==> src/inc/clc_regs.vh <==
// clc_regs.vh: constants of the character lcd controller core
// assumes inclusion by bare name from the design files
`ifndef CLC_REGS_VH
`define CLC_REGS_VH
`define CLC_VSET_W        6
`define CLC_VSET_RST      6'h00
`define CLC_FRAME_DIV     3072
`define CLC_RST_CYC       3
`define CLC_DRAM_DEPTH    80
`define CLC_LINE1_LEN     32
`define CLC_CRAM_DEPTH    128
`define CLC_AP_W          7
`define CLC_AP_RST        7'h00
`define CLC_DH_RST        8'h00
`define CLC_STAT_BUSY_BIT 7
`define CLC_SCR_1X32      2'h0
`define CLC_SCR_2X16      2'h1
`define CLC_SCR_1X9       2'h2
`define CLC_MUX_18        2'h0
`define CLC_MUX_9         2'h1
`define CLC_MUX_2         2'h2
`define CLC_BIAS_5LVL     1'b0
`define CLC_BIAS_4LVL     1'b1
`define CLC_ADDR_4F       7'h4f
`define CLC_ADDR_27       7'h27
`define CLC_ADDR_40       7'h40
`define CLC_ADDR_67       7'h67
`define CLC_USER_CHARS    16
`define CLC_ROM_PATTERNS  240
`define CLC_BUSY_CYC      4
`endif
==> src/hw/clc_core.v <==
// clc_core.v: control core of a character lcd controller
// assumes a bus front end that delivers one-cycle access strobes
// synchronous to sys_clk_i, and external analog/pattern logic
`timescale 1ns/1ps
`include "clc_regs.vh"

module clc_core #(
  parameter FRAME_DIV = `CLC_FRAME_DIV,
  parameter BUSY_CYC  = `CLC_BUSY_CYC,
  parameter FIFO_DEPTH = 16
) (
  input  wire       sys_clk_i,
  input  wire       rst_i,
  input  wire       power_down_input_i,
  input  wire       wr_stb_i,
  input  wire       rd_stb_i,
  input  wire       register_select_i,
  input  wire [7:0] wr_data_i,
  input  wire [1:0] screen_mode_i,
  input  wire [1:0] mux_rate_i,
  input  wire       icon_mode_i,
  input  wire       step_down_i,
  input  wire       vset_a_we_i,
  input  wire       vset_b_we_i,
  input  wire       shift_we_i,
  input  wire       shift_right_i,
  output reg  [7:0] rd_data_o,
  output reg        rd_valid_o,
  output reg        busy_o,
  output reg        frame_tick_o,
  output reg        osc_run_o,
  output reg        bias_four_level_o,
  output reg        gen_enable_o,
  output reg  [5:0] gen_setting_o,
  output reg        outputs_grounded_o,
  output reg        cursor_on_o,
  output reg  [6:0] cursor_addr_o,
  output reg  [6:0] line_start_o,
  output reg        ready_o
);
  // instruction codes are decoded elsewhere; only address loads live here
  reg                     pd_s1_q, pd_s2_q, pd_s3_q, pd_q;
  reg [2:0]               rst_cnt_q;
  reg [5:0]               vset_a_q, vset_b_q;
  reg [7:0]               instruction_holding_q;
  reg [7:0]               data_holding_q;
  reg [6:0]               address_pointer_q;
  reg                     ptr_in_cram_q;
  reg [6:0]               shift_q;
  reg [11:0]              div_q;
  reg [3:0]               busy_cnt_q;
  reg [7:0]               display_ram [0:`CLC_DRAM_DEPTH-1];
  reg [7:0]               character_ram [0:`CLC_CRAM_DEPTH-1];
  reg                     rd_pend_q;
  reg [4:0]               fill_q;
  wire                    in_rst;
  wire                    push_ok;
  wire [4:0]              fill_d;
  wire [6:0]              dram_at;
  wire                    fifo_ready;
  wire                    fifo_valid;
  wire [8:0]              fifo_data;
  wire                    take;
  wire                    is_instr;
  wire                    is_data;
  wire [7:0]              cmd;

  // counts sized here so no integer lands on a narrow register
  localparam [2:0] RST_CYC = `CLC_RST_CYC;

  assign in_rst = (rst_cnt_q != 3'h0);

  // host writes queue here; data and instructions keep their order
  clc_fifo #(
    .WIDTH (9),
    .DEPTH (FIFO_DEPTH),
    .AW    (4)
  ) u_fifo (
    .sys_clk_i   (sys_clk_i),
    .rst_i       (rst_i),
    .in_data_i   ({register_select_i, wr_data_i}),
    .in_valid_i  (wr_stb_i),
    .in_ready_o  (fifo_ready),
    .out_data_o  (fifo_data),
    .out_valid_o (fifo_valid),
    .out_ready_i (take)
  );

  // entries drain only when not busy, so a slow core back-pressures
  assign take     = fifo_valid & ~in_rst & (busy_cnt_q == 4'h0);
  assign is_instr = take & ~fifo_data[8];
  assign is_data  = take & fifo_data[8];
  assign cmd      = fifo_data[7:0];

  // occupancy mirror: ready_o must drop at the edge the queue fills,
  // since a write seen with ready high is counted as accepted
  assign push_ok = wr_stb_i & fifo_ready;
  assign fill_d  = (push_ok & ~take) ? fill_q + 5'h01
                 : (take & ~push_ok) ? fill_q - 5'h01
                 : fill_q;

  // sequential wrap for one access step in the active screen mode
  function [6:0] step_addr;
    input [6:0] a;
    input       down;
    input [1:0] mode;
    begin
      step_addr = down ? a - 7'h01 : a + 7'h01;
      case (mode)
        `CLC_SCR_1X32:
        begin
          if (!down && a == `CLC_ADDR_4F) step_addr = 7'h00;
          if (down && a == 7'h00) step_addr = `CLC_ADDR_4F;
        end
        `CLC_SCR_2X16:
        begin
          if (!down && a == `CLC_ADDR_27) step_addr = `CLC_ADDR_40;
          if (!down && a == `CLC_ADDR_67) step_addr = 7'h00;
          if (down && a == `CLC_ADDR_40) step_addr = `CLC_ADDR_27;
          if (down && a == 7'h00) step_addr = `CLC_ADDR_67;
        end
        default:
        begin
          if (!down && a == `CLC_ADDR_27) step_addr = 7'h00;
          if (down && a == 7'h00) step_addr = `CLC_ADDR_27;
        end
      endcase
    end
  endfunction

  // display ram index; only 2x16 packs its second line 40..67 behind
  // 00..27, the single-line modes address the array directly
  function [6:0] dram_idx;
    input [6:0] a;
    input [1:0] mode;
    begin
      if (mode == `CLC_SCR_2X16 && a >= `CLC_ADDR_40)
        dram_idx = a - 7'h18;
      else
        dram_idx = a;
    end
  endfunction

  // per-line start after shift; lines wrap within themselves
  function [6:0] line_base;
    input [6:0] sh;
    input [1:0] mode;
    begin
      if (mode == `CLC_SCR_1X32)
        line_base = sh;
      else
        line_base = (sh > `CLC_ADDR_27) ? 7'h00 : sh;
    end
  endfunction

  // display shift stays inside one line; 1x32 wraps over the whole space
  function [6:0] shift_step;
    input [6:0] sh;
    input       right;
    input [1:0] mode;
    reg   [6:0] last;
    begin
      last = (mode == `CLC_SCR_1X32) ? `CLC_ADDR_4F : `CLC_ADDR_27;
      if (right)
        shift_step = (sh >= last) ? 7'h00 : sh + 7'h01;
      else
        shift_step = (sh == 7'h00 || sh > last) ? last : sh - 7'h01;
    end
  endfunction

  // pointer after one data access; character ram ignores the screen wrap
  function [6:0] next_ptr;
    input [6:0] a;
    input       cram;
    input       down;
    input [1:0] mode;
    begin
      if (cram)
        next_ptr = down ? a - 7'h01 : a + 7'h01;
      else
        next_ptr = step_addr(a, down, mode);
    end
  endfunction

  assign dram_at = dram_idx(address_pointer_q, screen_mode_i);

  always @(posedge sys_clk_i)
  begin
    if (is_data && !ptr_in_cram_q)
      display_ram[dram_at] <= cmd;
    if (is_data && ptr_in_cram_q)
      character_ram[address_pointer_q] <= cmd;
  end

  always @(posedge sys_clk_i or posedge rst_i)
  begin
    if (rst_i)
    begin
      pd_s1_q               <= 1'b0;
      pd_s2_q               <= 1'b0;
      pd_s3_q               <= 1'b0;
      pd_q                  <= 1'b0;
      rst_cnt_q             <= RST_CYC;
      vset_a_q              <= `CLC_VSET_RST;
      vset_b_q              <= `CLC_VSET_RST;
      instruction_holding_q <= 8'h00;
      data_holding_q        <= `CLC_DH_RST;
      address_pointer_q     <= `CLC_AP_RST;
      ptr_in_cram_q         <= 1'b0;
      shift_q               <= 7'h00;
      div_q                 <= 12'h000;
      busy_cnt_q            <= 4'h0;
      rd_pend_q             <= 1'b0;
      fill_q                <= 5'h00;
      rd_data_o             <= 8'h00;
      rd_valid_o            <= 1'b0;
      busy_o                <= 1'b1;
      frame_tick_o          <= 1'b0;
      osc_run_o             <= 1'b0;
      bias_four_level_o     <= `CLC_BIAS_5LVL;
      gen_enable_o          <= 1'b0;
      gen_setting_o         <= 6'h00;
      outputs_grounded_o    <= 1'b1;
      cursor_on_o           <= 1'b0;
      cursor_addr_o         <= 7'h00;
      line_start_o          <= 7'h00;
      ready_o               <= 1'b0;
    end
    else
    begin
      // pin filter: a level counts once stages two and three agree
      pd_s1_q <= power_down_input_i;
      pd_s2_q <= pd_s1_q;
      pd_s3_q <= pd_s2_q;
      if (pd_s2_q == pd_s3_q)
        pd_q <= pd_s3_q;
      if (in_rst)
        rst_cnt_q <= rst_cnt_q - 3'h1;
      fill_q  <= fill_d;
      ready_o <= ~in_rst & (fill_d != FIFO_DEPTH[4:0]);
      // settings arrive from the command decoder with their value
      if (vset_a_we_i)
        vset_a_q <= wr_data_i[5:0];
      if (vset_b_we_i)
        vset_b_q <= wr_data_i[5:0];
      if (shift_we_i)
        shift_q <= shift_step(shift_q, shift_right_i, screen_mode_i);
      rd_valid_o <= 1'b0;
      if (busy_cnt_q != 4'h0)
        busy_cnt_q <= busy_cnt_q - 4'h1;
      if (is_instr)
      begin
        instruction_holding_q <= cmd;
        busy_cnt_q            <= BUSY_CYC[3:0];
        if (cmd[7])
        begin
          address_pointer_q <= cmd[6:0];
          ptr_in_cram_q     <= 1'b0;
        end
        else if (cmd[6])
        begin
          address_pointer_q <= {1'b0, cmd[5:0]};
          ptr_in_cram_q     <= 1'b1;
        end
      end
      else if (is_data)
      begin
        address_pointer_q <= next_ptr(address_pointer_q, ptr_in_cram_q,
                                      step_down_i, screen_mode_i);
      end
      // status answers at once; a data read is served only with an empty queue and no busy count, else dropped
      if (rd_stb_i && !register_select_i)
      begin
        rd_data_o  <= {busy_o, address_pointer_q};
        rd_valid_o <= 1'b1;
      end
      else if (rd_stb_i && !fifo_valid && busy_cnt_q == 4'h0)
      begin
        data_holding_q <= ptr_in_cram_q ? character_ram[address_pointer_q]
                        : display_ram[dram_at];
        rd_pend_q      <= 1'b1;
      end
      if (rd_pend_q)
      begin
        rd_data_o         <= data_holding_q;
        rd_valid_o        <= 1'b1;
        rd_pend_q         <= 1'b0;
        address_pointer_q <= next_ptr(address_pointer_q, ptr_in_cram_q,
                                      step_down_i, screen_mode_i);
      end
      // busy covers queued writes too, so a status poll never races them
      busy_o <= in_rst | fifo_valid | (busy_cnt_q != 4'h0) | rd_pend_q;
      // display clock keeps running only while powered up
      if (!pd_q && !in_rst)
      begin
        if (div_q == FRAME_DIV[11:0] - 12'h001)
        begin
          div_q        <= 12'h000;
          frame_tick_o <= 1'b1;
        end
        else
        begin
          div_q        <= div_q + 12'h001;
          frame_tick_o <= 1'b0;
        end
      end
      else
        frame_tick_o <= 1'b0;
      osc_run_o          <= ~pd_q;
      outputs_grounded_o <= pd_q | in_rst;
      bias_four_level_o  <= (mux_rate_i == `CLC_MUX_2) ? `CLC_BIAS_4LVL
                                                       : `CLC_BIAS_5LVL;
      gen_setting_o      <= icon_mode_i ? vset_b_q : vset_a_q;
      gen_enable_o       <= ~pd_q & (icon_mode_i ? (vset_b_q != 6'h00)
                                                 : (vset_a_q != 6'h00));
      cursor_on_o        <= ~ptr_in_cram_q & ~pd_q;
      cursor_addr_o      <= address_pointer_q;
      line_start_o       <= line_base(shift_q, screen_mode_i);
    end
  end
endmodule // clc_core

==> src/hw/clc_fifo.v <==
// clc_fifo.v: synchronous fifo with valid/ready on both sides
// assumes a single clock and an asynchronous active-high reset
`timescale 1ns/1ps
module clc_fifo #(
  parameter WIDTH = 8,
  parameter DEPTH = 16,
  parameter AW    = 4
) (
  input  wire             sys_clk_i,
  input  wire             rst_i,
  input  wire [WIDTH-1:0] in_data_i,
  input  wire             in_valid_i,
  output wire             in_ready_o,
  output wire [WIDTH-1:0] out_data_o,
  output wire             out_valid_o,
  input  wire             out_ready_i
);
  reg [WIDTH-1:0] mem [0:DEPTH-1];
  reg [AW-1:0]    wr_q;
  reg [AW-1:0]    rd_q;
  reg [AW:0]      cnt_q;
  wire            push;
  wire            pop;

  assign in_ready_o  = (cnt_q != DEPTH[AW:0]);
  assign out_valid_o = (cnt_q != {(AW+1){1'b0}});
  assign out_data_o  = mem[rd_q];
  assign push        = in_valid_i & in_ready_o;
  assign pop         = out_valid_o & out_ready_i;

  always @(posedge sys_clk_i)
  begin
    if (push)
      mem[wr_q] <= in_data_i;
  end

  always @(posedge sys_clk_i or posedge rst_i)
  begin
    if (rst_i)
    begin
      wr_q  <= {AW{1'b0}};
      rd_q  <= {AW{1'b0}};
      cnt_q <= {(AW+1){1'b0}};
    end
    else
    begin
      if (push)
        wr_q <= (wr_q == DEPTH[AW-1:0] - 1'b1) ? {AW{1'b0}} : wr_q + 1'b1;
      if (pop)
        rd_q <= (rd_q == DEPTH[AW-1:0] - 1'b1) ? {AW{1'b0}} : rd_q + 1'b1;
      if (push & ~pop)
        cnt_q <= cnt_q + 1'b1;
      else if (pop & ~push)
        cnt_q <= cnt_q - 1'b1;
    end
  end
endmodule // clc_fifo

==> config.mk <==
export PLATFORM = sky130hd
export DESIGN_NAME = clc_core
export DESIGN_NICKNAME = d
export VERILOG_FILES = /design/src/hw/clc_core.v /design/src/hw/clc_fifo.v
export VERILOG_INCLUDE_DIRS = /design/src /design/src/inc
export SDC_FILE = /design/constraint.sdc
export NUM_CORES = 2
export LEC_CHECK = 0
export BUFFER_PORTS_ARGS = -buffer_cell sky130_fd_sc_hd__buf_2
export CAP_MARGIN = 10
export CORE_ASPECT_RATIO = 0.75
export CORE_MARGIN = 8
export CORE_UTILIZATION = 36
export DETAILED_ROUTE_END_ITERATION = 6
export MAX_ROUTING_LAYER = met4
export PLACE_DENSITY = 0.53
export RECOVER_POWER = 25
export SYNTH_ARGS = -nofsm -noshare
export SYNTH_HDL_FRONTEND = slang
export SYNTH_SLANG_ARGS = --single-unit
export TNS_END_PERCENT = 50
==> constraint.sdc <==
create_clock -name sys_clk_i -period 3.65 [get_ports sys_clk_i]
set_clock_uncertainty 0.15 [all_clocks]
set_input_delay 0.365 -clock sys_clk_i [delete_from_list [all_inputs] [get_ports sys_clk_i]]
set_output_delay 0.365 -clock sys_clk_i [all_outputs]
set_load 0.005 [all_outputs]
-- Yosys cells after proc, flatten, opt, wreduce, memory -nomap -nowiden
Memory sizes are Yosys's and may differ from the RTL's.
Cells that the tools add are included.
- $add $sub $neg: 14
- multiply operators: 0
- divide/modulo/power cells: 0
- order comparisons: 4
- equal/unequal tests: 13
- shift-type cells: 0
- mux-type cells: 53
- bitwise gates (word level): 25
- reductions and logical operators: 36
- operators by type and width (operator ; count):
    $mux 7 ; 22
    $mux 8 ; 3
    $eq 7x7->1 const B ; 3
    $mux 5 ; 4
    $mux 1 ; 17
    $mux 4 ; 4
    $add 7x1->7 const B ; 2
    $logic_not 7->1 ; 2
    $pmux 7 s2 ; 1
    $sub 7x1->7 const B ; 2
    $and 1x1->1 ; 13
    $add 12x1->12 const B ; 1
    $eq 12x12->1 const B ; 1
    $logic_and 1x1->1 ; 12
    $mux 12 ; 1
    $reduce_bool 6->1 ; 2
    $add 5x1->5 const B ; 2
    $ne 5x5->1 const B ; 2
    $sub 5x1->5 const B ; 2
    $add 4x1->4 const B ; 2
    $eq 4x4->1 const B ; 2
    $not 1->1 ; 8
    $reduce_bool 2->1 ; 4
    $eq 7x6->1 const B ; 1
    21 further kinds ; 32
- register bits: 114
- bits in latches: 0
- RAM bits: 1808
- memory bits (read-only): 0
- input bits: 24
- output and inout bits: 37
- logic and storage cells: 179
- memories: 3
- memories (name ; words ; width ; read ports ; clocked after memory_dff ; wr ports ; RTL line ; text):
    character_ram ; 128 ; 8 ; 1 ; 0 ; 1 ; clc_core.v:53 ; reg [7:0] character_ram [0:`CLC_CRAM_DEPTH-1];
    display_ram ; 80 ; 8 ; 1 ; 0 ; 1 ; clc_core.v:52 ; reg [7:0] display_ram [0:`CLC_DRAM_DEPTH-1];
    u_fifo.mem ; 16 ; 9 ; 1 ; 0 ; 1 ; clc_fifo.v:18 ; reg [WIDTH-1:0] mem [0:DEPTH-1];

-- Depth between registers and ports, before layout
- word-level depth: 11
- gate-level depth with buffers: 15
- gate-level depth less buffers: 13

-- Hierarchy
From an unflattened synthesis, not the netlist that was laid out.
- cells, all modules: 4541
- area, all modules: 76024.2 sq um
- modules (own cells, without submodules) (module ; instances ; cells each ; area an instance (sq um) ; sequential area each (sq um)):
    clc_core ; 1 ; 4177 ; 69554.2 ; 52500.4
    clc_fifo ; 1 ; 364 ; 6470.0 ; 4649.5

-- Worst setup path after synthesis
OpenSTA, ideal clock, no wires.
- path kind: reg2reg
- start point: reg u_fifo.rd_q[0]
- end point: reg address_pointer_q[3]
- setup time: 0.138 ns
- arrival: 3.398 ns
- required time: 3.362 ns
- path slack: -0.036 ns
- stages on the path, launching flop included: 8
- path buffers: 3
- period minus slack after synthesis: 3.686 ns
- cell sequence: dfrtp_1 -> buf_6 -> buf_2 -> buf_2 -> mux4_2 -> mux4_2 -> o221ai_1 -> o21ai_0
- longest elaborated chain between the ends: 5
- elaborated cells between the ends (all ways): 11
- classes of those cells: eq/ne: 1; mux: 4; bitwise: 3; reduce/logical: 2; memory: 1
- ends and longest elaborated chain (what ; RTL line ; text):
    from (decl) ; clc_fifo.v:20 ; reg [AW-1:0] rd_q;
    from (signal assigned) ; clc_fifo.v:42 ; rd_q <= {AW{1'b0}};
    from (signal assigned) ; clc_fifo.v:50 ; rd_q <= (rd_q == DEPTH[AW-1:0] - 1'b1) ? {AW{1'b0}} : rd_q + 1'b1;
    $mem_v2 16x9 * ; n/a ;
    net fifo_data[3] ; clc_core.v:62 ; wire [8:0] fifo_data;
    $mux 7 ; clc_core.v:260 ; else if (cmd[6])
    $mux 7 * ; clc_core.v:255 ; if (cmd[7])
    $mux 7 * ; clc_core.v:251 ; if (is_instr)
    $mux 7 * ; clc_core.v:283 ; if (rd_pend_q)
    to (signal assigned) ; clc_core.v:257 ; address_pointer_q <= cmd[6:0];
    to (signal assigned) ; clc_core.v:262 ; address_pointer_q <= {1'b0, cmd[5:0]};
    to (signal assigned) ; clc_core.v:288 ; address_pointer_q <= next_ptr(address_pointer_q, ptr_in_cram_q,
    to (decl) ; clc_core.v:47 ; reg [6:0] address_pointer_q;
The timed path passes the listed nets; every way through them passes the cells marked *. The select of a mux whose other input is x is not followed.
A chain may end at the register's enable or synchronous reset.

-- Final worst setup path
- start point: reg address_pointer_q[2]
- end point: reg data_holding_q[1]
- longest elaborated chain between the ends: 5
- elaborated cells between the ends (all ways): 7
- classes of those cells: add/sub: 1; order compare: 1; mux: 2; reduce/logical: 1; memory: 2
- ends and longest elaborated chain (what ; RTL line ; text):
    from (signal assigned) ; clc_core.v:208 ; address_pointer_q <= `CLC_AP_RST;
    from (signal assigned) ; clc_core.v:257 ;
    from (signal assigned) ; clc_core.v:262 ;
    $ge 7x7->1 (no source line) ; n/a ;
    $logic_and 1x1->1 (no source line) ; n/a ;
    $mux 7 ; clc_core.v:137 ; if (mode == `CLC_SCR_2X16 && a >= `CLC_ADDR_40)
    $mem_v2 80x8 ; n/a ;
    $mux 8 * ; clc_core.v:279 ; data_holding_q <= ptr_in_cram_q ? character_ram[address_pointer_q]
    to (signal assigned) ; clc_core.v:207 ; data_holding_q <= `CLC_DH_RST;
    to (signal assigned) ; clc_core.v:279 ;
    to (decl) ; clc_core.v:46 ; reg [7:0] data_holding_q;
Every way passes the cells marked *; elsewhere a longest branch is shown, timed or not.

==> flow_metrics.tcl <==
set metrics [dict create \
    grt_max_degree 209 \
    reg2reg_slack_ns -0.04 \
    wire_per_inst_um 31.87 \
    wl_um 257600 \
    firstDrtPassIters 7 \
    place_ws_ns -0.5916 \
    initial_core_util 0.3614 \
    first_global_vias 45123 \
    ff2ff_path_depth 12 \
    start_kind "flop" \
    postPlaceCellArea_um2 83950 \
    grt_use_met3 0.06437 \
    coreArea_um2 210600 \
    crit_path_max_fanout 13 \
    clk_latency_ns 0.86 \
    slowest_stage "dfrtp_4" \
    worstSetupPathType "reg2reg" \
    gp_congestion 0.9243 \
    max-slew-margin-rel -0.4456 \
    reg2reg_to "data_holding_q[1]" \
    drive_above_1_share 0.2313 \
    antenna_found_initial 14 \
    area_delta_synth_final_pct 18.87 \
    synth_cell_types 92 \
    num-nets-final 5176 \
    syn_inst 4558 \
    avgSynthCellArea_um2 16.70 \
    die_h_um 414.2 \
    critPathTopFamily "buffers and inverters" \
    grt_util_met1 0.3395 \
    synthArstFlopShare 0.05931 \
    setup_viol 1 \
    synthFlopType "edfxtp_1" \
    worst-path-stages 12 \
    numCtsBuffers 192 \
    timing.hold.ws_ns 0.05906 \
    final_antenna_net_count 0 \
    power_density_nw_per_um2 914.0 \
    clockRootBuffer "clkbuf_16" \
    hold_path_end "pd_s1_q" \
    path_common_cell "buf_4" \
    final.setup.worst_slack_ns -0.04217 \
    viasPerCell 5.881 \
    drcViolationCount 0 \
    synth-simple-area-share 0.04586 \
    synth_nets 4615 \
    setup_tns_ns -0.04217 \
    ctsHtreeMaxLevel 4 \
    die_w_um 547.0 \
    crit_arrival_ns 4.27 \
    fmax_mhz 270.8 \
    clock-sinks 1922 \
    synth_top_area_share 0.7132 \
    synthAdderAreaFrac 0.005753 \
    tightest_slew_ns 2.164 \
    muxShareOfSynthArea 0.07728 \
    synthTopCellsByArea "edfxtp_1, dfrtp_1, mux2i_1, mux2_2, mux4_2" \
    final_core_util 0.4296 \
    num_rows 146 \
    min_from "power_down_input_i" \
    worstPathRequired_ns 4.22 \
    num_vias 47537 \
    stdcell_area_um2 90490 \
    layout_min_cycle_time_ns 3.692 \
    post-dp-hpwl_um 167100 \
    clk_pin_slew_ns 0.07 \
    grt-busiest-layer "met1" \
    grt_pass1_wl_um 359800 \
    ys_seq_area_frac 0.7507 \
    r2r_start "address_pointer_q[2]" \
    violations "max-capacitance violations, max-slew violations, negative setup slack" \
    grt_setup_unrepaired "true" \
    yosys.area.top_type "edfxtp_1" \
    die_area_um2 226600 \
    vdd_drop_max_v 0.001294 \
    cts_tree "yes" \
    p_leak_uw 0.02976 \
    ys_ff_latch 1922 \
    nFillCells 18574 \
    synth-edff-count 1808 \
    use_met2 0.3005 \
    track_usage 0.2259 \
    netlist_area_um2 76130 \
    synth_warnings 0 \
    io_buffers 60 \
    clockBufferDepth 4 \
    hp-class "in2reg" \
    endpoint_kind "flop" \
    status "finished with violations" \
    overflow 0 \
    cap_viol_max_count 1 \
    synth_top_family_by_area "compound AO/OA/AOI/OAI gates" \
    pin_count 61 \
    drt_iter0_markers 6938 \
    synth-compound-area-share 0.09811 \
    crit_chain "buf_4, buf_4, and3b_4, buf_4, buf_4, a221oi_1, o21a_1, a311oi_1, buf_4, nor4_4, o2111ai_2, o211a_1" \
    synth-xor-area-share 0.003682 \
    hold_path_depth 2 \
    cpPeakStageDelay_ns 0.52 \
    drv_slew 86 \
    report.final.hold_viol_count 0 \
    crit_buf_inv 5 \
    fin_crit_sh 1.012 \
]
[layout make-up]
cell class	instances	area, um^2	share of cell area
clock buffers	236	5011	0.05538
clock inverters	106	927.1	0.01025
diodes	4	10.01	0.0001106
well taps	2812	3518	0.03888
repair buffers	660	5831	0.06443
flip-flops and latches	1922	57160	0.6317
inverters	36	145.1	0.001604
multi-input cells	2307	17880	0.1976
[registers in the layout (all words and copies together), names as in the netlist, 4 cells and up]
register	cells
data_holding_q	8
gen_setting_o	6
address_pointer_q	7
u_fifo.wr_q	4
line_start_o	7
u_fifo.mem	144
rd_data_o	8
shift_q	7
u_fifo.cnt_q	5
u_fifo.rd_q	4
fill_q	5
display_ram	640
vset_a_q	6
div_q	12
character_ram	1024
cursor_addr_o	7
busy_cnt_q	4
vset_b_q	6
[where the power goes]
part	total (uW)	internal [uW]	switching [uW]
combinational	32000	9490	22500
sequential	31400	30700	657
clock	19300	10800	8530
[metrics by stage]
| stage | power, uW | instances |
|---|---|---|
| final | 82700 | 8083 |
| after global routing | 84920 | 8083 |
| after CTS | 82090 | 8062 |
| after detailed placement | 62820 | 7696 |
| after global placement | 62640 | 7696 |
| after floorplan | 46170 | 4558 |
[synth_stat cells, drive strengths merged, types with 20 or more instances]
| master | number |
|---|---|
| a221oi | 151 |
| ha | 31 |
| o22ai | 27 |
| nand2b | 20 |
| edfxtp | 1808 |
| o221ai | 24 |
| a222oi | 21 |
| o21ai | 146 |
| inv | 35 |
| dfrtp | 110 |
| mux2i | 224 |
| mux4 | 75 |
| a21oi | 141 |
| nand2 | 168 |
| xnor2 | 24 |
| o2bb2ai | 42 |
| a31oi | 44 |
| nand3 | 47 |
| a211oi | 23 |
| a22o | 41 |
| mux2 | 170 |
| clkbuf | 161 |
| o211ai | 36 |
| nand4 | 24 |
| and2 | 30 |
| a221o | 57 |
| a22oi | 151 |
| nor2 | 347 |
| nor3 | 21 |
| buf | 132 |
[cell families (layout without fill, tap and decap cells)]
group,Yosys count,after routing
fa+ha+maj,34,34
buf+inv,329,1038
compound gates,1014,1014
mux,469,469
other cells,0,4
simple gates,758,758
flops,1922,1922
xor+xnor,32,32
[worst max path at each step]
stage / from / slack, ns / end
after floorplan: u_fifo.rd_q[0] / -0.006 / character_ram[0][4]
after global placement: address_pointer_q[2] / -0.69 / data_holding_q[1]
after detailed placement: address_pointer_q[2] / -0.59 / data_holding_q[1]
after CTS: busy_cnt_q[0] / -0.0009 / data_holding_q[3]
after global routing: address_pointer_q[1] / -0.01 / data_holding_q[3]
final: address_pointer_q[2] / -0.04 / data_holding_q[1]
[worst reg2reg max path, cell delays in order, from the launching register on]
cell and delay (ns):
dfrtp_4 0.52, buf_4 0.21, buf_4 0.19, and3b_4 0.28
buf_4 0.28, buf_4 0.23, a221oi_1 0.24, o21a_1 0.19
a311oi_1 0.07, buf_4 0.21, nor4_4 0.48, o2111ai_2 0.36
o211a_1 0.21
[what timing repair did]
action,4_1_cts,5_1_grt
hold buffers,24,0
resized for setup,9,46
cloned,0,0
hold endpoints to repair,253,0
setup buffers,0,16
pin swaps,0,6
setup endpoints to repair,12,543
[placed cells by master, fill, tap and decap left out, types with 106 or more instances in the layout]
cell       count
a21oi_1      140
a221oi_1     150
a22oi_1      151
buf_4        494
clkbuf_16    193
dfrtp_1      106
edfxtp_1    1808
mux2_2       168
mux2i_1      223
nand2_1      168
nor2_1       311
o21ai_0      146
[routing by layer]
layer | vias up | wire, um
met5 | - | 0
met4 | 0 | 6123
met3 | 360 | 32750
met2 | 2917 | 104600
met1 | 24734 | 114200
li1 | 19526 | -
(Power assumes the default switching activity.)
